--- src/common/pll_ctrl_consts.vh ---
// constants for the synthesizer divider, pump and lock detect control
`ifndef PLL_CTRL_CONSTS_VH
`define PLL_CTRL_CONSTS_VH

`define REF_DIV_W      14
`define FB_DIV_W       19
`define FRAC_W         24
`define OUT_SEL_W      5
`define OUT_SEL_LOCK   5'h01
`define OUT_SEL_REFDIV 5'h09
`define OUT_SEL_FBDIV  5'h0A
`define MOD_MODE_A     2'h0
`define HIT_W          14
`define HIT_SHIFT_BASE 6
`define DIFF_W         12
`define DIFF_MAX       12'hFFF
`define SYS_CLK_KHZ    40000
`define ANALOG_WIN_NS  10
`define TMR_NS_SPD0    8
`define TMR_NS_SPD1    9
`define TMR_NS_SPD2    9
`define TMR_NS_SPD3    10
`endif

--- src/pulse_divider.v ---
// divides a stream of one-cycle input pulses by a programmable ratio
`timescale 1ns/1ps
`default_nettype none
module pulse_divider #(
  parameter WIDTH = 14
) (
  input  wire             sys_clk,
  input  wire             rst_n,
  input  wire             pulseIn,
  input  wire [WIDTH-1:0] ratio,
  output reg              pulseOut_q
);
  reg  [WIDTH-1:0] count_q;
  wire [WIDTH-1:0] countNext = count_q + {{(WIDTH-1){1'b0}}, 1'b1};
  // a zero ratio behaves like one so the output never stalls
  wire             wrap      = (countNext >= ratio);

  always @(posedge sys_clk or negedge rst_n) begin
    if (!rst_n) begin
      count_q    <= {WIDTH{1'b0}};
      pulseOut_q <= 1'b0;
    end else begin
      pulseOut_q <= pulseIn & wrap;
      if (pulseIn) begin
        count_q <= wrap ? {WIDTH{1'b0}} : countNext;
      end
    end
  end
endmodule // pulse_divider
`default_nettype wire

--- src/pll_dividers_lock_detect.v ---
// divider chain, detector/pump control and window lock detector
`timescale 1ns/1ps
`default_nettype none
`include "pll_ctrl_consts.vh"
module pll_dividers_lock_detect (
  input  wire                    sys_clk,
  input  wire                    rst_n,
  input  wire                    refIn,
  input  wire                    vcoIn,
  input  wire [`REF_DIV_W-1:0]   refRatio,
  input  wire                    rfHalfSel,
  input  wire [`FB_DIV_W-1:0]    fbInteger,
  input  wire [`FRAC_W-1:0]      fbFraction,
  input  wire                    fracEnable,
  input  wire [1:0]              modulatorMode,
  input  wire [2:0]              resetTrim,
  input  wire                    pumpUpEnable,
  input  wire                    pumpDownEnable,
  input  wire                    pump_force_raise,
  input  wire                    pump_force_lower,
  input  wire                    detector_force_midpoint,
  input  wire                    lockEnable,
  input  wire                    windowDigital,
  input  wire [1:0]              timerSpeed,
  input  wire [2:0]              timerMultiplier,
  input  wire [2:0]              hitCountSel,
  input  wire [`OUT_SEL_W-1:0]   outSelect,
  input  wire                    pinHoldLock,
  input  wire                    pinLockGate,
  input  wire                    serialReadActive,
  input  wire                    serialReadData,
  output reg                     pumpRaiseOutput_q,
  output reg                     pump_lower_output_q,
  output reg                     midSourceEnable_q,
  output reg                     lockStatus_q,
  output reg                     lock_or_serial_out_pin_q,
  output reg                     refDivPulse_q,
  output reg                     fbDivPulse_q
);
  // window timer and analog window widths in sys_clk cycles, rounded down, at least one
  localparam integer ANA_CYC_RAW = `ANALOG_WIN_NS * `SYS_CLK_KHZ / 1000000;
  localparam integer ANA_CYC     = (ANA_CYC_RAW < 1) ? 1 : ANA_CYC_RAW;
  localparam integer T0_RAW      = `TMR_NS_SPD0 * `SYS_CLK_KHZ / 1000000;
  localparam integer T1_RAW      = `TMR_NS_SPD1 * `SYS_CLK_KHZ / 1000000;
  localparam integer T2_RAW      = `TMR_NS_SPD2 * `SYS_CLK_KHZ / 1000000;
  localparam integer T3_RAW      = `TMR_NS_SPD3 * `SYS_CLK_KHZ / 1000000;
  localparam integer T0_CYC      = (T0_RAW < 1) ? 1 : T0_RAW;
  localparam integer T1_CYC      = (T1_RAW < 1) ? 1 : T1_RAW;
  localparam integer T2_CYC      = (T2_RAW < 1) ? 1 : T2_RAW;
  localparam integer T3_CYC      = (T3_RAW < 1) ? 1 : T3_RAW;

  localparam [2:0] S_IDLE     = 3'h1;
  localparam [2:0] S_REFFIRST = 3'h2;
  localparam [2:0] S_VCOFIRST = 3'h4;

  // pin synchronisers; stage one feeds stage two only
  reg refS1_q;
  reg refS2_q;
  reg refS3_q;
  reg vcoS1_q;
  reg vcoS2_q;
  reg vcoS3_q;

  always @(posedge sys_clk or negedge rst_n) begin
    if (!rst_n) begin
      refS1_q <= 1'b0;
      refS2_q <= 1'b0;
      refS3_q <= 1'b0;
      vcoS1_q <= 1'b0;
      vcoS2_q <= 1'b0;
      vcoS3_q <= 1'b0;
    end else begin
      refS1_q <= refIn;
      refS2_q <= refS1_q;
      refS3_q <= refS2_q;
      vcoS1_q <= vcoIn;
      vcoS2_q <= vcoS1_q;
      vcoS3_q <= vcoS2_q;
    end
  end

  // edges only count when slower than sys_clk/2; fast inputs need an analog prescaler first
  wire refEdge = refS2_q & ~refS3_q;
  wire vcoEdge = vcoS2_q & ~vcoS3_q;

  // optional fixed divide-by-two on the rf path
  reg  halfPhase_q;
  wire rfPulse = rfHalfSel ? (vcoEdge & halfPhase_q) : vcoEdge;

  always @(posedge sys_clk or negedge rst_n) begin
    if (!rst_n) begin
      halfPhase_q <= 1'b0;
    end else if (vcoEdge) begin
      halfPhase_q <= ~halfPhase_q;
    end
  end

  wire refDivPulse;
  pulse_divider #(
    .WIDTH (`REF_DIV_W)
  ) refDivider (
    .sys_clk    (sys_clk),
    .rst_n      (rst_n),
    .pulseIn    (refEdge),
    .ratio      (refRatio),
    .pulseOut_q (refDivPulse)
  );

  // fractional modulator: mode A first order, mode B two-stage cascade
  reg  [`FRAC_W-1:0]   acc1_q;
  reg  [`FRAC_W-1:0]   acc2_q;
  reg                  carry2Prev_q;
  wire [`FRAC_W:0]     sum1 = {1'b0, acc1_q} + {1'b0, fbFraction};
  wire [`FRAC_W:0]     sum2 = {1'b0, acc2_q} + {1'b0, sum1[`FRAC_W-1:0]};
  wire                 modeA = (modulatorMode == `MOD_MODE_A);
  reg  [`FB_DIV_W-1:0] fbRatio_q;
  reg  [`FB_DIV_W-1:0] ratioNext;
  wire                 fbDivPulse;

  // step stays within -1..+2, inside the +/-4 swing the average must allow for
  always @* begin
    ratioNext = fbInteger;
    if (fracEnable) begin
      if (modeA) begin
        ratioNext = fbInteger + {{(`FB_DIV_W-1){1'b0}}, sum1[`FRAC_W]};
      end else begin
        ratioNext = fbInteger + {{(`FB_DIV_W-1){1'b0}}, sum1[`FRAC_W]}
                  + {{(`FB_DIV_W-1){1'b0}}, sum2[`FRAC_W]}
                  - {{(`FB_DIV_W-1){1'b0}}, carry2Prev_q};
      end
    end
  end

  always @(posedge sys_clk or negedge rst_n) begin
    if (!rst_n) begin
      acc1_q       <= {`FRAC_W{1'b0}};
      acc2_q       <= {`FRAC_W{1'b0}};
      carry2Prev_q <= 1'b0;
      fbRatio_q    <= {`FB_DIV_W{1'b0}};
    end else if (!fracEnable) begin
      acc1_q       <= {`FRAC_W{1'b0}};
      acc2_q       <= {`FRAC_W{1'b0}};
      carry2Prev_q <= 1'b0;
      fbRatio_q    <= fbInteger;
    end else if (fbDivPulse || fbRatio_q == {`FB_DIV_W{1'b0}}) begin
      acc1_q       <= sum1[`FRAC_W-1:0];
      acc2_q       <= modeA ? {`FRAC_W{1'b0}} : sum2[`FRAC_W-1:0];
      carry2Prev_q <= modeA ? 1'b0 : sum2[`FRAC_W];
      fbRatio_q    <= ratioNext;
    end
  end

  pulse_divider #(
    .WIDTH (`FB_DIV_W)
  ) fbDivider (
    .sys_clk    (sys_clk),
    .rst_n      (rst_n),
    .pulseIn    (rfPulse),
    .ratio      (fbRatio_q),
    .pulseOut_q (fbDivPulse)
  );

  // phase detector: first arrival raises its request, both clear after trimmed delay
  reg       upReq_q;
  reg       dnReq_q;
  reg [2:0] resetCnt_q;

  always @(posedge sys_clk or negedge rst_n) begin
    if (!rst_n) begin
      upReq_q    <= 1'b0;
      dnReq_q    <= 1'b0;
      resetCnt_q <= 3'h0;
    end else if (upReq_q && dnReq_q) begin
      if (resetCnt_q >= resetTrim) begin
        upReq_q    <= refDivPulse;
        dnReq_q    <= fbDivPulse;
        resetCnt_q <= 3'h0;
      end else begin
        resetCnt_q <= resetCnt_q + 3'h1;
      end
    end else begin
      upReq_q <= upReq_q | refDivPulse;
      dnReq_q <= dnReq_q | fbDivPulse;
    end
  end

  // pump drive: midpoint beats forces, forces beat the detector
  always @(posedge sys_clk or negedge rst_n) begin
    if (!rst_n) begin
      pumpRaiseOutput_q   <= 1'b0;
      pump_lower_output_q <= 1'b0;
      midSourceEnable_q   <= 1'b0;
    end else begin
      midSourceEnable_q <= detector_force_midpoint;
      if (detector_force_midpoint) begin
        pumpRaiseOutput_q   <= 1'b0;
        pump_lower_output_q <= 1'b0;
      end else if (pump_force_raise || pump_force_lower) begin
        pumpRaiseOutput_q   <= pump_force_raise;
        pump_lower_output_q <= pump_force_lower & ~pump_force_raise;
      end else begin
        pumpRaiseOutput_q   <= upReq_q & ~dnReq_q & pumpUpEnable;
        pump_lower_output_q <= dnReq_q & ~upReq_q & pumpDownEnable;
      end
    end
  end

  localparam integer ANA_CYC2 = 2 * ANA_CYC;

  // lock window length in half-cycles; multiplier code 0 is half a timer period
  reg  [`DIFF_W:0] timerCyc;
  reg  [`DIFF_W:0] windowHalf;

  always @* begin
    case (timerSpeed)
      2'h0:    timerCyc = T0_CYC[`DIFF_W:0];
      2'h1:    timerCyc = T1_CYC[`DIFF_W:0];
      2'h2:    timerCyc = T2_CYC[`DIFF_W:0];
      default: timerCyc = T3_CYC[`DIFF_W:0];
    endcase
    if (windowDigital) begin
      windowHalf = timerCyc << timerMultiplier;
    end else begin
      windowHalf = ANA_CYC2[`DIFF_W:0];
    end
  end

  reg  [2:0]         ldState_q;
  reg  [`DIFF_W-1:0] diff_q;
  reg  [`HIT_W-1:0]  hitCnt_q;
  reg                lockFlag_q;
  reg                arrive;
  reg                inWindow;
  wire [`HIT_W-1:0]  hitTarget = {{(`HIT_W-1){1'b0}}, 1'b1} << (hitCountSel + `HIT_SHIFT_BASE);
  wire [`HIT_W-1:0]  hitNext   = hitCnt_q + {{(`HIT_W-1){1'b0}}, 1'b1};

  // the next arrival of either signal ends the measurement; either order counts
  always @* begin
    arrive   = 1'b0;
    inWindow = 1'b0;
    case (ldState_q)
      S_IDLE: begin
        arrive   = refDivPulse & fbDivPulse;
        inWindow = 1'b1;
      end
      S_REFFIRST: begin
        arrive   = fbDivPulse | refDivPulse;
        inWindow = fbDivPulse & ({1'b0, diff_q, 1'b0} <= windowHalf);
      end
      S_VCOFIRST: begin
        arrive   = fbDivPulse | refDivPulse;
        inWindow = refDivPulse & ({1'b0, diff_q, 1'b0} <= windowHalf);
      end
      default: begin
        arrive   = 1'b0;
        inWindow = 1'b0;
      end
    endcase
  end

  always @(posedge sys_clk or negedge rst_n) begin
    if (!rst_n) begin
      ldState_q  <= S_IDLE;
      diff_q     <= {`DIFF_W{1'b0}};
      hitCnt_q   <= {`HIT_W{1'b0}};
      lockFlag_q <= 1'b0;
    end else if (!lockEnable) begin
      ldState_q  <= S_IDLE;
      diff_q     <= {`DIFF_W{1'b0}};
      hitCnt_q   <= {`HIT_W{1'b0}};
      lockFlag_q <= 1'b0;
    end else begin
      case (ldState_q)
        S_IDLE: begin
          diff_q <= {`DIFF_W{1'b0}};
          if (refDivPulse && !fbDivPulse) begin
            ldState_q <= S_REFFIRST;
          end else if (fbDivPulse && !refDivPulse) begin
            ldState_q <= S_VCOFIRST;
          end
        end
        S_REFFIRST, S_VCOFIRST: begin
          if (diff_q != `DIFF_MAX) begin
            diff_q <= diff_q + {{(`DIFF_W-1){1'b0}}, 1'b1};
          end
          if (arrive) begin
            ldState_q <= S_IDLE;
          end
        end
        default: begin
          ldState_q <= S_IDLE;
        end
      endcase
      if (arrive && inWindow) begin
        if (hitNext >= hitTarget) begin
          lockFlag_q <= 1'b1;
        end else begin
          hitCnt_q <= hitNext;
        end
      end else if (arrive) begin
        hitCnt_q   <= {`HIT_W{1'b0}};
        lockFlag_q <= 1'b0;
      end
    end
  end

  // shared pin routing and status
  always @(posedge sys_clk or negedge rst_n) begin
    if (!rst_n) begin
      lockStatus_q             <= 1'b0;
      lock_or_serial_out_pin_q <= 1'b0;
      refDivPulse_q            <= 1'b0;
      fbDivPulse_q             <= 1'b0;
    end else begin
      lockStatus_q  <= lockFlag_q;
      refDivPulse_q <= refDivPulse;
      fbDivPulse_q  <= fbDivPulse;
      if (outSelect == `OUT_SEL_REFDIV) begin
        lock_or_serial_out_pin_q <= refDivPulse;
      end else if (outSelect == `OUT_SEL_FBDIV) begin
        lock_or_serial_out_pin_q <= fbDivPulse;
      end else if (!pinHoldLock) begin
        lock_or_serial_out_pin_q <= serialReadActive ? serialReadData : lockFlag_q;
      end else if (outSelect == `OUT_SEL_LOCK && pinLockGate) begin
        lock_or_serial_out_pin_q <= lockFlag_q;
      end else begin
        lock_or_serial_out_pin_q <= 1'b0;
      end
    end
  end
endmodule // pll_dividers_lock_detect
`default_nettype wire

--- config.mk ---
export PLATFORM = sky130hd
export DESIGN_NAME = pll_dividers_lock_detect
export DESIGN_NICKNAME = d
export VERILOG_FILES = /design/src/pulse_divider.v /design/src/pll_dividers_lock_detect.v
export VERILOG_INCLUDE_DIRS = /design/src /design/src/common
export SDC_FILE = /design/constraint.sdc
export NUM_CORES = 1
export LEC_CHECK = 0
export ABC_CLOCK_PERIOD_IN_PS = 12100
export BUFFER_PORTS_ARGS = -buffer_cell sky130_fd_sc_hd__buf_2
export CORE_MARGIN = 5
export CORE_UTILIZATION = 55
export CTS_BUF_LIST = sky130_fd_sc_hd__clkbuf_8 sky130_fd_sc_hd__clkbuf_16
export DETAILED_ROUTE_END_ITERATION = 16
export GPL_TIMING_DRIVEN = 0
export PLACE_DENSITY = 0.76
export RECOVER_POWER = 50
export SETUP_SLACK_MARGIN = 0.4
export SYNTH_ARGS = -nofsm -noshare
export SYNTH_HDL_FRONTEND = slang
export SYNTH_HIERARCHICAL = 1
export SYNTH_SLANG_ARGS = --single-unit
--- constraint.sdc ---
create_clock -name sys_clk -period 12.1 [get_ports sys_clk]
set_input_delay 1.21 -clock sys_clk [delete_from_list [all_inputs] [get_ports sys_clk]]
set_output_delay 1.21 -clock sys_clk [all_outputs]
set_load 0.005 [all_outputs]
==> results.yml, run 1 <==
critical_path:
  crit_fanout: 4
  cp_data_arrival_time_ns: 7.67
  crit_top_cell: "a21o_1"
  critPathMaxStageDelay_ns: 0.37
  crit_type: "primary input to flop"
  endpoint_kind: "flop"
  start_kind: "primary input"
  cp.required_ns: 12.42
  crit_slowest_cell: "o41a_1"
logic_synthesis:
  yosysWarnings: 6
  yosysUniqueCellTypes: 106
  synthArstFlopShare_pct: 100
  synth_edf_count: 0
  netlist_instances: 1457
  yosys-top-cells-area: "dfrtp_1, ha_1, nand2_1"
  yosysTopAreaCell: "dfrtp_1"
  avgSynthCellArea_um2: 8.63
  postSynthRegisterBits: 152
  synth_fp_nets: 1686
  netlist_area_mm2: 0.0126
  synth_ff_type: "dfrtp_1"
  synth_top_area_share_pct: 30.1
  yosysSeqAreaShare_pct: 30.3
hold_path:
  hold_class: "flop to flop"
detailed_routing:
  drt_pass1_iterations: 5
  antenna_left: 0
  drtIter0Drc: 773
  vias: 11000
  drt-total-wl_mm: 30.9
  viasPerCell: 5.89
  wire_per_inst_um: 16.5
  drc_errors: 0
job:
  max_cap_viol_count: 1
global_route:
  first_global_vias: 10900
  overflow: 0
  antenna_found_initial: 3
  grt_max_degree: 112
  grt_pass1_wl_mm: 51.9
  grt_use_total_pct: 23.8
final_layout:
  area_growth_pct: 11.5
  nFillCells: 1949
  fin_nets: 1800
  final_cell_mix: "nand2_1, dfrtp_1, ha_1, inv_1, buf_2"
  final_common_cell: "nand2_1"
  final_util_pct: 62.1
  layout-drive-gt1-share_pct: 12.8
sta:
  whs_ns: 0.358
  hold_viol_final: 0
  period_minus_slack_ns: 7.35
  fmax_mhz: 136
  max-slew-margin-rel_pct: -61.9
  maxSlewViolCount: 42
  skew_ns: 0.00983
  setup_violations: 0
  period_share_pct: 60.7
  rsz0062_at_grt: "no"
  tightest_slew_ns: 2.43
  finalSetupTns_ns: 0
status:
  violations: "capacitance limit, slew limit"
  outcome: "complete, but fails checks"
cts:
  cts-root-buf: "clkbuf_16"
  cts_sinks: 152
  cts_tree: "built"
  worstSkewPairLatency_ns: 0.43
  cts_made_buffers: 17
  htreeDepth: 4
  ctsHoldBuffers: 0
  cts.path.max_buffers: 2
  path_clk_slew_ns: 0.06
  cts_setup_buffers: 0
  ctsResizeCount: 0
placed_design:
  place_hpwl_mm: 23.1
  port_buffers: 94
  gp_congestion: 0.917
floorplan:
  die_x_um: 161
  ios: 99
  num_rows: 55
  core-area_mm2: 0.0226
  initial_utilization_pct: 55.7
  die_h_um: 161
  dieArea_mm2: 0.0260
power:
  ir_drop_uv: 85.0
  seq_power_share_pct: 38.2
  intPower_uw: 1060
  combinationalPowerShare_pct: 27.6
  p_sw_uw: 519
  pwr_density_cell_mw_per_mm2: 113
  power_leakage_uw: 0.00677
  p_sw_share_pct: 32.8
  power.share.clock_pct: 34.2
-- critical path, delay by kind of cell --
family / cells / cell delay (ns)
buffers and inverters: 2 / 0.17
AOI/OAI and AO/OA: 23 / 5.03
adders and majority gates: 3 / 0.83
xor gates and xnor gates: 2 / 0.34
and+or+nand+nor: 1 / 0.10
-- power by group through the flow --
stage / Clock (uW) / Combinational, uW / Sequential [uW]
floorplan: 0 / 327 / 597
global placement: 0 / 417 / 610
detailed placement: 0 / 435 / 612
CTS: 550 / 438 / 604
global route: 573 / 491 / 611
finish: 540 / 436 / 605
-- synth_stat cells, types with 9 or more instances --
| library cell | instances |
|---|---|
| nand2_1 | 166 |
| dfrtp_1 | 151 |
| ha_1 | 134 |
| inv_1 | 103 |
| nor2_1 | 97 |
| a21oi_1 | 94 |
| xnor2_1 | 64 |
| nand3_1 | 58 |
| o21ai_0 | 55 |
| xor2_1 | 52 |
| nor2b_1 | 32 |
| a21o_1 | 29 |
| clkbuf_1 | 28 |
| o21ai_1 | 28 |
| a22o_1 | 26 |
| and3_1 | 20 |
| nor3_1 | 20 |
| nand4_1 | 19 |
| nand2b_1 | 18 |
| o211ai_1 | 18 |
| o31ai_1 | 18 |
| o21a_1 | 15 |
| a211oi_1 | 10 |
| a31oi_1 | 9 |
| o2111ai_1 | 9 |
-- sequential cells by signal, indices dropped and copies added (netlist names), 3 cells and up --
signal	cells
acc2_q	24
ldState_q	3
resetCnt_q	3
fbRatio_q	19
refDivider/count_q	14
hitCnt_q	14
fbDivider/count_q	19
acc1_q	24
diff_q	12
-- logic make-up (layout without fill, tap and decap cells) --
family / after synthesis / after routing / share of synthesized area [%]
mux: 8 / 8 / 0.687
xor+xnor: 117 / 117 / 8.30
other cells: 0 / 3 / 0
flops: 152 / 152 / 30.3
fa+ha+maj: 137 / 137 / 13.8
compound gates: 398 / 398 / 22.3
simple gates: 495 / 495 / 19.5
buf+inv: 150 / 276 / 5.06
-- area by class of cell --
type | count | area [um2] | area share, %
Antenna cell | 3 | 7.51 | 0.0535
Buffer | 45 | 241 | 1.72
Clock buffer | 20 | 467 | 3.33
Clock inverter | 11 | 124 | 0.884
Inverter | 105 | 394 | 2.81
Multi-Input combinational cell | 1155 | 8130 | 58.0
Sequential cell | 152 | 3800 | 27.1
Tap cell | 285 | 357 | 2.54
Timing Repair Buffer | 95 | 495 | 3.53
-- final timing paths --
check	startpoint	end	slack, ns	cells past startpoint
worst max-delay path	fbFraction[1]	fbRatio_q[17]	4.75	31
worst min-delay path	refS1_q	refS2_q	0.36	0
worst max register to register	acc1_q[1]	fbRatio_q[17]	5.27	30
worst min register to register	refS1_q	refS2_q	0.36	0
max in group asynchronous	rst_n	fbRatio_q[7]	9.11	2
min in group asynchronous	rst_n	pump_lower_output_q	1.52	1
-- per-layer routing --
layer / part of all wire [%] / routed length, um / global-route usage [%] / up-vias
met1: 46 / 14100 / 31.7 / 5256
met5: 0 / 0 / 0 / -
met3: 4.4 / 1370 / 3.65 / 51
li1: - / - / - / 5445
met4: 2.0 / 616 / 7.48 / 0
met2: 48 / 14800 / 40.2 / 275
-- metrics by stage --
| stage | power [uW] | setup slack [ns] | instance area [um2] | std cells |
|---|---|---|---|---|
| detailed placement | 1050 | 4.40 | 13400 | 1837 |
| CTS | 1590 | 4.81 | 14000 | 1868 |
| global route | 1680 | 4.38 | 14000 | 1871 |
| finish | 1580 | 4.75 | 14000 | 1871 |
| global placement | 1030 | 4.52 | 13400 | 1836 |
| floorplan | 925 | 5.33 | 12600 | 1457 |
No activity file was read; power rests on OpenSTA's default activity.
==> inputs of run 2 (changes only) <==
- ABC_AREA: not set -> 1
- ABC_CLOCK_PERIOD_IN_PS: 12100 -> 6300
- PLACE_DENSITY: 0.76 -> 0.79
- clock period: 12.1 -> 6.3 ns (I/O delays scaled with it)
==> run 2 against run 1 <==
The run still ends with capacitance limit, slew limit left. Total power grew to 3.8 times the previous value. Register-to-register slack worse by 4.4 ns. Non-clock buffer count is 8 lower. Sequential power is 140% higher. Combinational power grew to 8.2 times the previous value. Critical endpoint is now fbRatio_q[15]. Clock skew rose by 0.0026 ns.
==> results.yml, run 2 <==
status:
  outcome: "complete, but fails checks"
  violations: "capacitance limit, slew limit"
hold_path:
  min_to: "refS1_q"
  min_from: "refIn"
  hold_class: "primary input to flop"
  whs_path_depth: 1
final_layout:
  final_cell_mix: "nand2_1, inv_1, nor2_1, dfrtp_1, ha_1"
  final_common_cell: "nand2_1"
  final_design_area_no_fill_mm2: 0.0153
  top_regs: "acc1_q x24, acc2_q x24"
  layout-drive-gt1-share_pct: 11.1
  fin_nets: 2366
  nFillCells: 2349
  area_growth_pct: 10.7
logic_synthesis:
  netlist_area_mm2: 0.0138
  yosysWarnings: 6
  synth_fp_nets: 2250
  yosysUniqueCellTypes: 61
  avgSynthCellArea_um2: 6.82
  synth_ff_type: "dfrtp_1"
  synthArstFlopShare_pct: 100
  yosys-top-cells-area: "dfrtp_1, nand2_1, ha_1"
  yosysTopAreaCell: "dfrtp_1"
  synth_top_area_share_pct: 27.4
  synth_common_cells: "nand2_1, inv_1, nor2_1"
  synth_edf_count: 0
  yosysSeqAreaShare_pct: 27.6
  postSynthRegisterBits: 152
  netlist_instances: 2021
  yosysMostFrequentCell: "nand2_1"
detailed_routing:
  drc_errors: 0
  drtIter0Drc: 952
  vias: 13600
  antenna_left: 0
  wire_per_inst_um: 14.9
  drt_pass1_iterations: 8
  drt-total-wl_mm: 36.9
  viasPerCell: 5.48
sta:
  period_share_pct: 85.7
  period_minus_slack_ns: 5.40
  rsz0062_at_grt: "no"
  tightest_slew_ns: 2.85
  maxSlewViolCount: 155
  setup_violations: 0
  skew_ns: 0.0124
  fmax_mhz: 185
  hold_viol_final: 0
  finalSetupTns_ns: 0
  max-slew-margin-rel_pct: -90.0
global_route:
  grt_pass1_wl_mm: 62.0
  gr-usage-met2_pct: 45.3
  grt-busiest-layer: "met2"
  use_met3_pct: 3.47
  grt_use_total_pct: 26.0
  antenna_found_initial: 1
  overflow: 0
  gr-usage-met1_pct: 34.0
  grt_max_degree: 100
  first_global_vias: 13400
placed_design:
  place_hpwl_mm: 29.2
  dpl_cell_area_mm2: 0.0147
  gp_congestion: 0.993
  port_buffers: 96
critical_path:
  start_kind: "flop"
  reg2reg_depth: 27
  crit_type: "flop to flop"
  r2r-end: "fbRatio_q[15]"
  cp.required_ns: 6.60
  r2r_slack_ns: 0.90
  reg2reg_from: "acc1_q[0]"
  endpoint_kind: "flop"
  cp_data_arrival_time_ns: 5.70
  crit_fanout: 7
floorplan:
  ios: 99
  die_h_um: 168
  die_x_um: 168
  initial_utilization_pct: 55.2
  num_rows: 58
  core-area_mm2: 0.0250
  dieArea_mm2: 0.0283
power:
  power_uw: 6000
  pwr_density_cell_mw_per_mm2: 393
  power_leakage_uw: 0.00804
  ir_drop_uv: 287
cts:
  cts_made_buffers: 17
  path_clk_slew_ns: 0.07
  cts.path.max_buffers: 2
  htreeDepth: 4
  worstSkewPairLatency_ns: 0.43
  cts_sinks: 152
  cts_tree: "built"
  cts_setup_buffers: 0
  cts-root-buf: "clkbuf_16"
job:
  max_cap_viol_count: 2
## run 2: cell types whose count changed after synthesis, moves of 29 or more
cell	before	now
xnor2_1	64	9
nor2b_1	32	0
nand3_1	58	116
o21ai_0	55	84
nor2_1	97	176
inv_1	103	266
nand2_1	166	571
## run 2: power breakdown
part	internal [uW]	switching, uW
clock	557	441
combinational	1210	2350
sequential	1230	210
total	3000	3000
## run 2: through the flow
step                      setup WS (ns)  hold slack, ns  utilization (%)  instances
final                             0.900           0.308             61.1       2481
after global placement            0.716           0.335             58.8       2447
after CTS                         0.973           0.165             61.2       2480
after floorplan                    1.67           0.331                -       2021
after global routing              0.406           0.295             61.1       2481
after detailed placement          0.647           0.338             59.0       2448
## run 2: cell families after synthesis
logic type               count (synthesis)  synth area share [%]
AND/OR/NAND/NOR                       1021                  32.3
AO/OA/AOI/OAI                          327                  14.0
buffers and inverters                  314                  9.03
flip-flops                             152                  27.6
adder cells (fa/ha/maj)                137                  12.6
XOR/XNOR                                67                  4.31
multiplexers                             3                 0.218
## run 2: worst max-delay path by stage
stage	startpoint	endpoint	slack, ns	depth (start not counted)
floorplan	fbFraction[0]	fbRatio_q[16]	1.67	34
global placement	fbFraction[0]	fbRatio_q[15]	0.72	28
detailed placement	fbFraction[0]	fbRatio_q[18]	0.65	31
CTS	acc1_q[0]	fbRatio_q[18]	0.97	30
global route	acc1_q[0]	fbRatio_q[15]	0.41	27
finish	acc1_q[0]	fbRatio_q[15]	0.90	27
## run 2: worst max-delay path, stage by stage, from the launching register on
cell and delay (ns):
dfrtp_1 0.36, ha_1 0.14, inv_1 0.07, fa_1 0.39, inv_1 0.15, nand2_1 0.12, o21ai_4 0.22, nand3_1 0.12
nand3_1 0.18, nand2_1 0.06, o311ai_0 0.19, ha_1 0.39, ha_1 0.18, clkbuf_1 0.30, nand3_1 0.12, inv_1 0.14
nand2_1 0.08, o21ai_0 0.42, ha_1 0.38, a21o_1 0.22, nor2_1 0.11, o21ai_0 0.17, nand3_1 0.12, nand2_1 0.09
nand2_1 0.07, nand2_1 0.04, o21ai_0 0.30, a21oi_1 0.12
## run 2: cell type report
cell class                      instances  area (um2)  area share, %
Multi-Input combinational cell       1555        8750           57.3
Sequential cell                       152        3800           24.9
Inverter                              279        1050           6.86
Timing Repair Buffer                   97         483           3.16
Clock buffer                           18         439           2.88
Tap cell                              330         413           2.71
Buffer                                 35         198           1.30
Clock inverter                         14         126          0.828
Antenna cell                            1        2.50         0.0164
## run 2: per-layer routing
| metal | share of wire (%) | vias up |
|---|---|---|
| met2 | 48 | 416 |
| met1 | 44 | 6285 |
| met3 | 5.4 | 60 |
| li1 | - | 6837 |
| met5 | 0 | - |
| met4 | 1.8 | 0 |
## run 2: repair_timing
action,CTS,global route
hold buffers,0,0
gates resized for setup,0,1
setup endpoints to repair,0,2
==> inputs of run 3 (changes only) <==
- CORE_ASPECT_RATIO: not set -> 1.25
- RECOVER_POWER: 50 -> 100
==> run 3 against run 2 <==
Critical path type unchanged. Sequential power barely moved. Setup slack got worse by 0.10 ns. Sequential cell count unchanged. Register-to-register slack lost 0.10 ns. Routed wire length is 2.6% lower. Combinational power is 4% lower. Maximum frequency shrank 1.9%. The flow still finishes with violations (capacitance limit, slew limit).
==> results.yml, run 3 (same netlist as run 2, synthesis figures left out) <==
sta:
  whs_ns: 0.306
  skew_ns: 0.0132
  hold_viol_final: 0
  finalSetupTns_ns: 0
  period_minus_slack_ns: 5.50
  max-slew-margin-rel_pct: -188
  fmax_mhz: 182
  period_share_pct: 87.4
  maxSlewViolCount: 76
  setup_ws_ns: 0.796
  tightest_slew_ns: 4.32
  setup_violations: 0
  rsz0062_at_grt: "no"
detailed_routing:
  drt-total-wl_mm: 36.0
  antenna_left: 0
  viasPerCell: 5.42
  vias: 13500
  wire_per_inst_um: 14.5
  drtIter0Drc: 661
  drt_pass1_iterations: 7
  drc_errors: 0
final_layout:
  nFillCells: 2315
  fin_nets: 2366
  area_growth_pct: 9.82
  layout-drive-gt1-share_pct: 9.07
  top_regs: "acc1_q x24, acc2_q x24"
  stdcell_count: 2481
  final_cell_mix: "nand2_1, inv_1, nor2_1, dfrtp_1, ha_1"
  final_common_cell: "nand2_1"
cts:
  cts_tree: "built"
  cts-root-buf: "clkbuf_16"
  htreeDepth: 4
  worstSkewPairLatency_ns: 0.43
  cts_sinks: 152
  cts.path.max_buffers: 2
  path_clk_slew_ns: 0.06
  ctsHoldBuffers: 0
  cts_made_buffers: 17
  ctsResizeCount: 0
  cts_setup_buffers: 0
power:
  ir_drop_uv: 251
  power_uw: 5930
  power_leakage_uw: 0.00797
  pwr_density_cell_mw_per_mm2: 392
floorplan:
  die_x_um: 152
  ios: 99
  dieArea_mm2: 0.0284
  num_rows: 64
  initial_utilization_pct: 56.1
  die_h_um: 187
  core-area_mm2: 0.0246
critical_path:
  cp.required_ns: 6.59
  crit_cells: 27
  crit_top_cell: "nand2_1"
  reg2reg_depth: 27
  critical_path.top_delay_family: "compound AO/OA/AOI/OAI gates"
  crit_start: "acc1_q[0]"
  cp_data_arrival_time_ns: 5.79
  crit_slowest_cell: "o21ai_0"
  endpoint_kind: "flop"
  start_kind: "flop"
  crit_type: "flop to flop"
  crit_fanout: 7
  reg2reg_from: "acc1_q[0]"
  critPathBufInv: 4
  critPathMaxStageDelay_ns: 0.45
placed_design:
  dp.cells: 2448
  dp_slack_ns: 0.572
  place_hpwl_mm: 28.7
  port_buffers: 96
  gp_congestion: 0.986
global_route:
  grt_pass1_wl_mm: 60.6
  overflow: 0
  first_global_vias: 13200
  antenna_found_initial: 2
  grt_max_degree: 78
  grt_use_total_pct: 25.8
hold_path:
  hold_class: "primary input to flop"
  min_from: "refIn"
  whs_path_depth: 1
job:
  max_cap_viol_count: 1
status:
  violations: "capacitance limit, slew limit"
  outcome: "complete, but fails checks"
run 3: worst paths after layout:
path                       slack (ns)                     to
max in group asynchronous        2.12             acc2_q[15]
min in group asynchronous        1.72  refDivider/count_q[0]
min                              0.31                refS1_q
max                              0.80          fbRatio_q[15]
min reg2reg                      0.35                vcoS2_q
max reg2reg                      0.80          fbRatio_q[15]
run 3: cell type report:
class / instances / area, um2 / area share (%)
Tap cell: 330 / 413 / 2.73
Buffer: 35 / 160 / 1.06
Clock buffer: 19 / 453 / 2.99
Inverter: 279 / 1050 / 6.92
Multi-Input combinational cell: 1555 / 8590 / 56.7
Sequential cell: 152 / 3800 / 25.1
Timing Repair Buffer: 97 / 503 / 3.32
Antenna cell: 1 / 2.50 / 0.0165
Clock inverter: 13 / 168 / 1.11
run 3: worst register-to-register path: cells and delay by family, from the launching register on:
family	cells	cell delay (ns)
simple gates	11	1.09
flops	1	0.36
compound gates	7	1.79
fa+ha+maj	5	1.51
buf+inv	4	0.61
run 3: stage by stage:
| stage | utilization, % | instance area, um2 |
|---|---|---|
| floorplan | - | 13800 |
| global placement | 59.7 | 14700 |
| detailed placement | 59.9 | 14700 |
| CTS | 62.4 | 15300 |
| global route | 61.6 | 15100 |
| finish | 61.6 | 15100 |
run 3: report_power, final:
part	leakage, uW	total (uW)	switching, uW	internal [uW]
registers	0.00197	1440	212	1230
clock network	0.000300	1070	424	649
logic	0.00571	3420	2250	1170
run 3: routing by layer:
metal / GRT usage (%) / wire length, um / vias to the layer above
met5: 0 / 13 / -
met4: 9.37 / 1160 / 2
met2: 45.0 / 17600 / 382
met1: 32.2 / 15400 / 6130
met3: 3.66 / 1720 / 88
li1: - / - / 6853
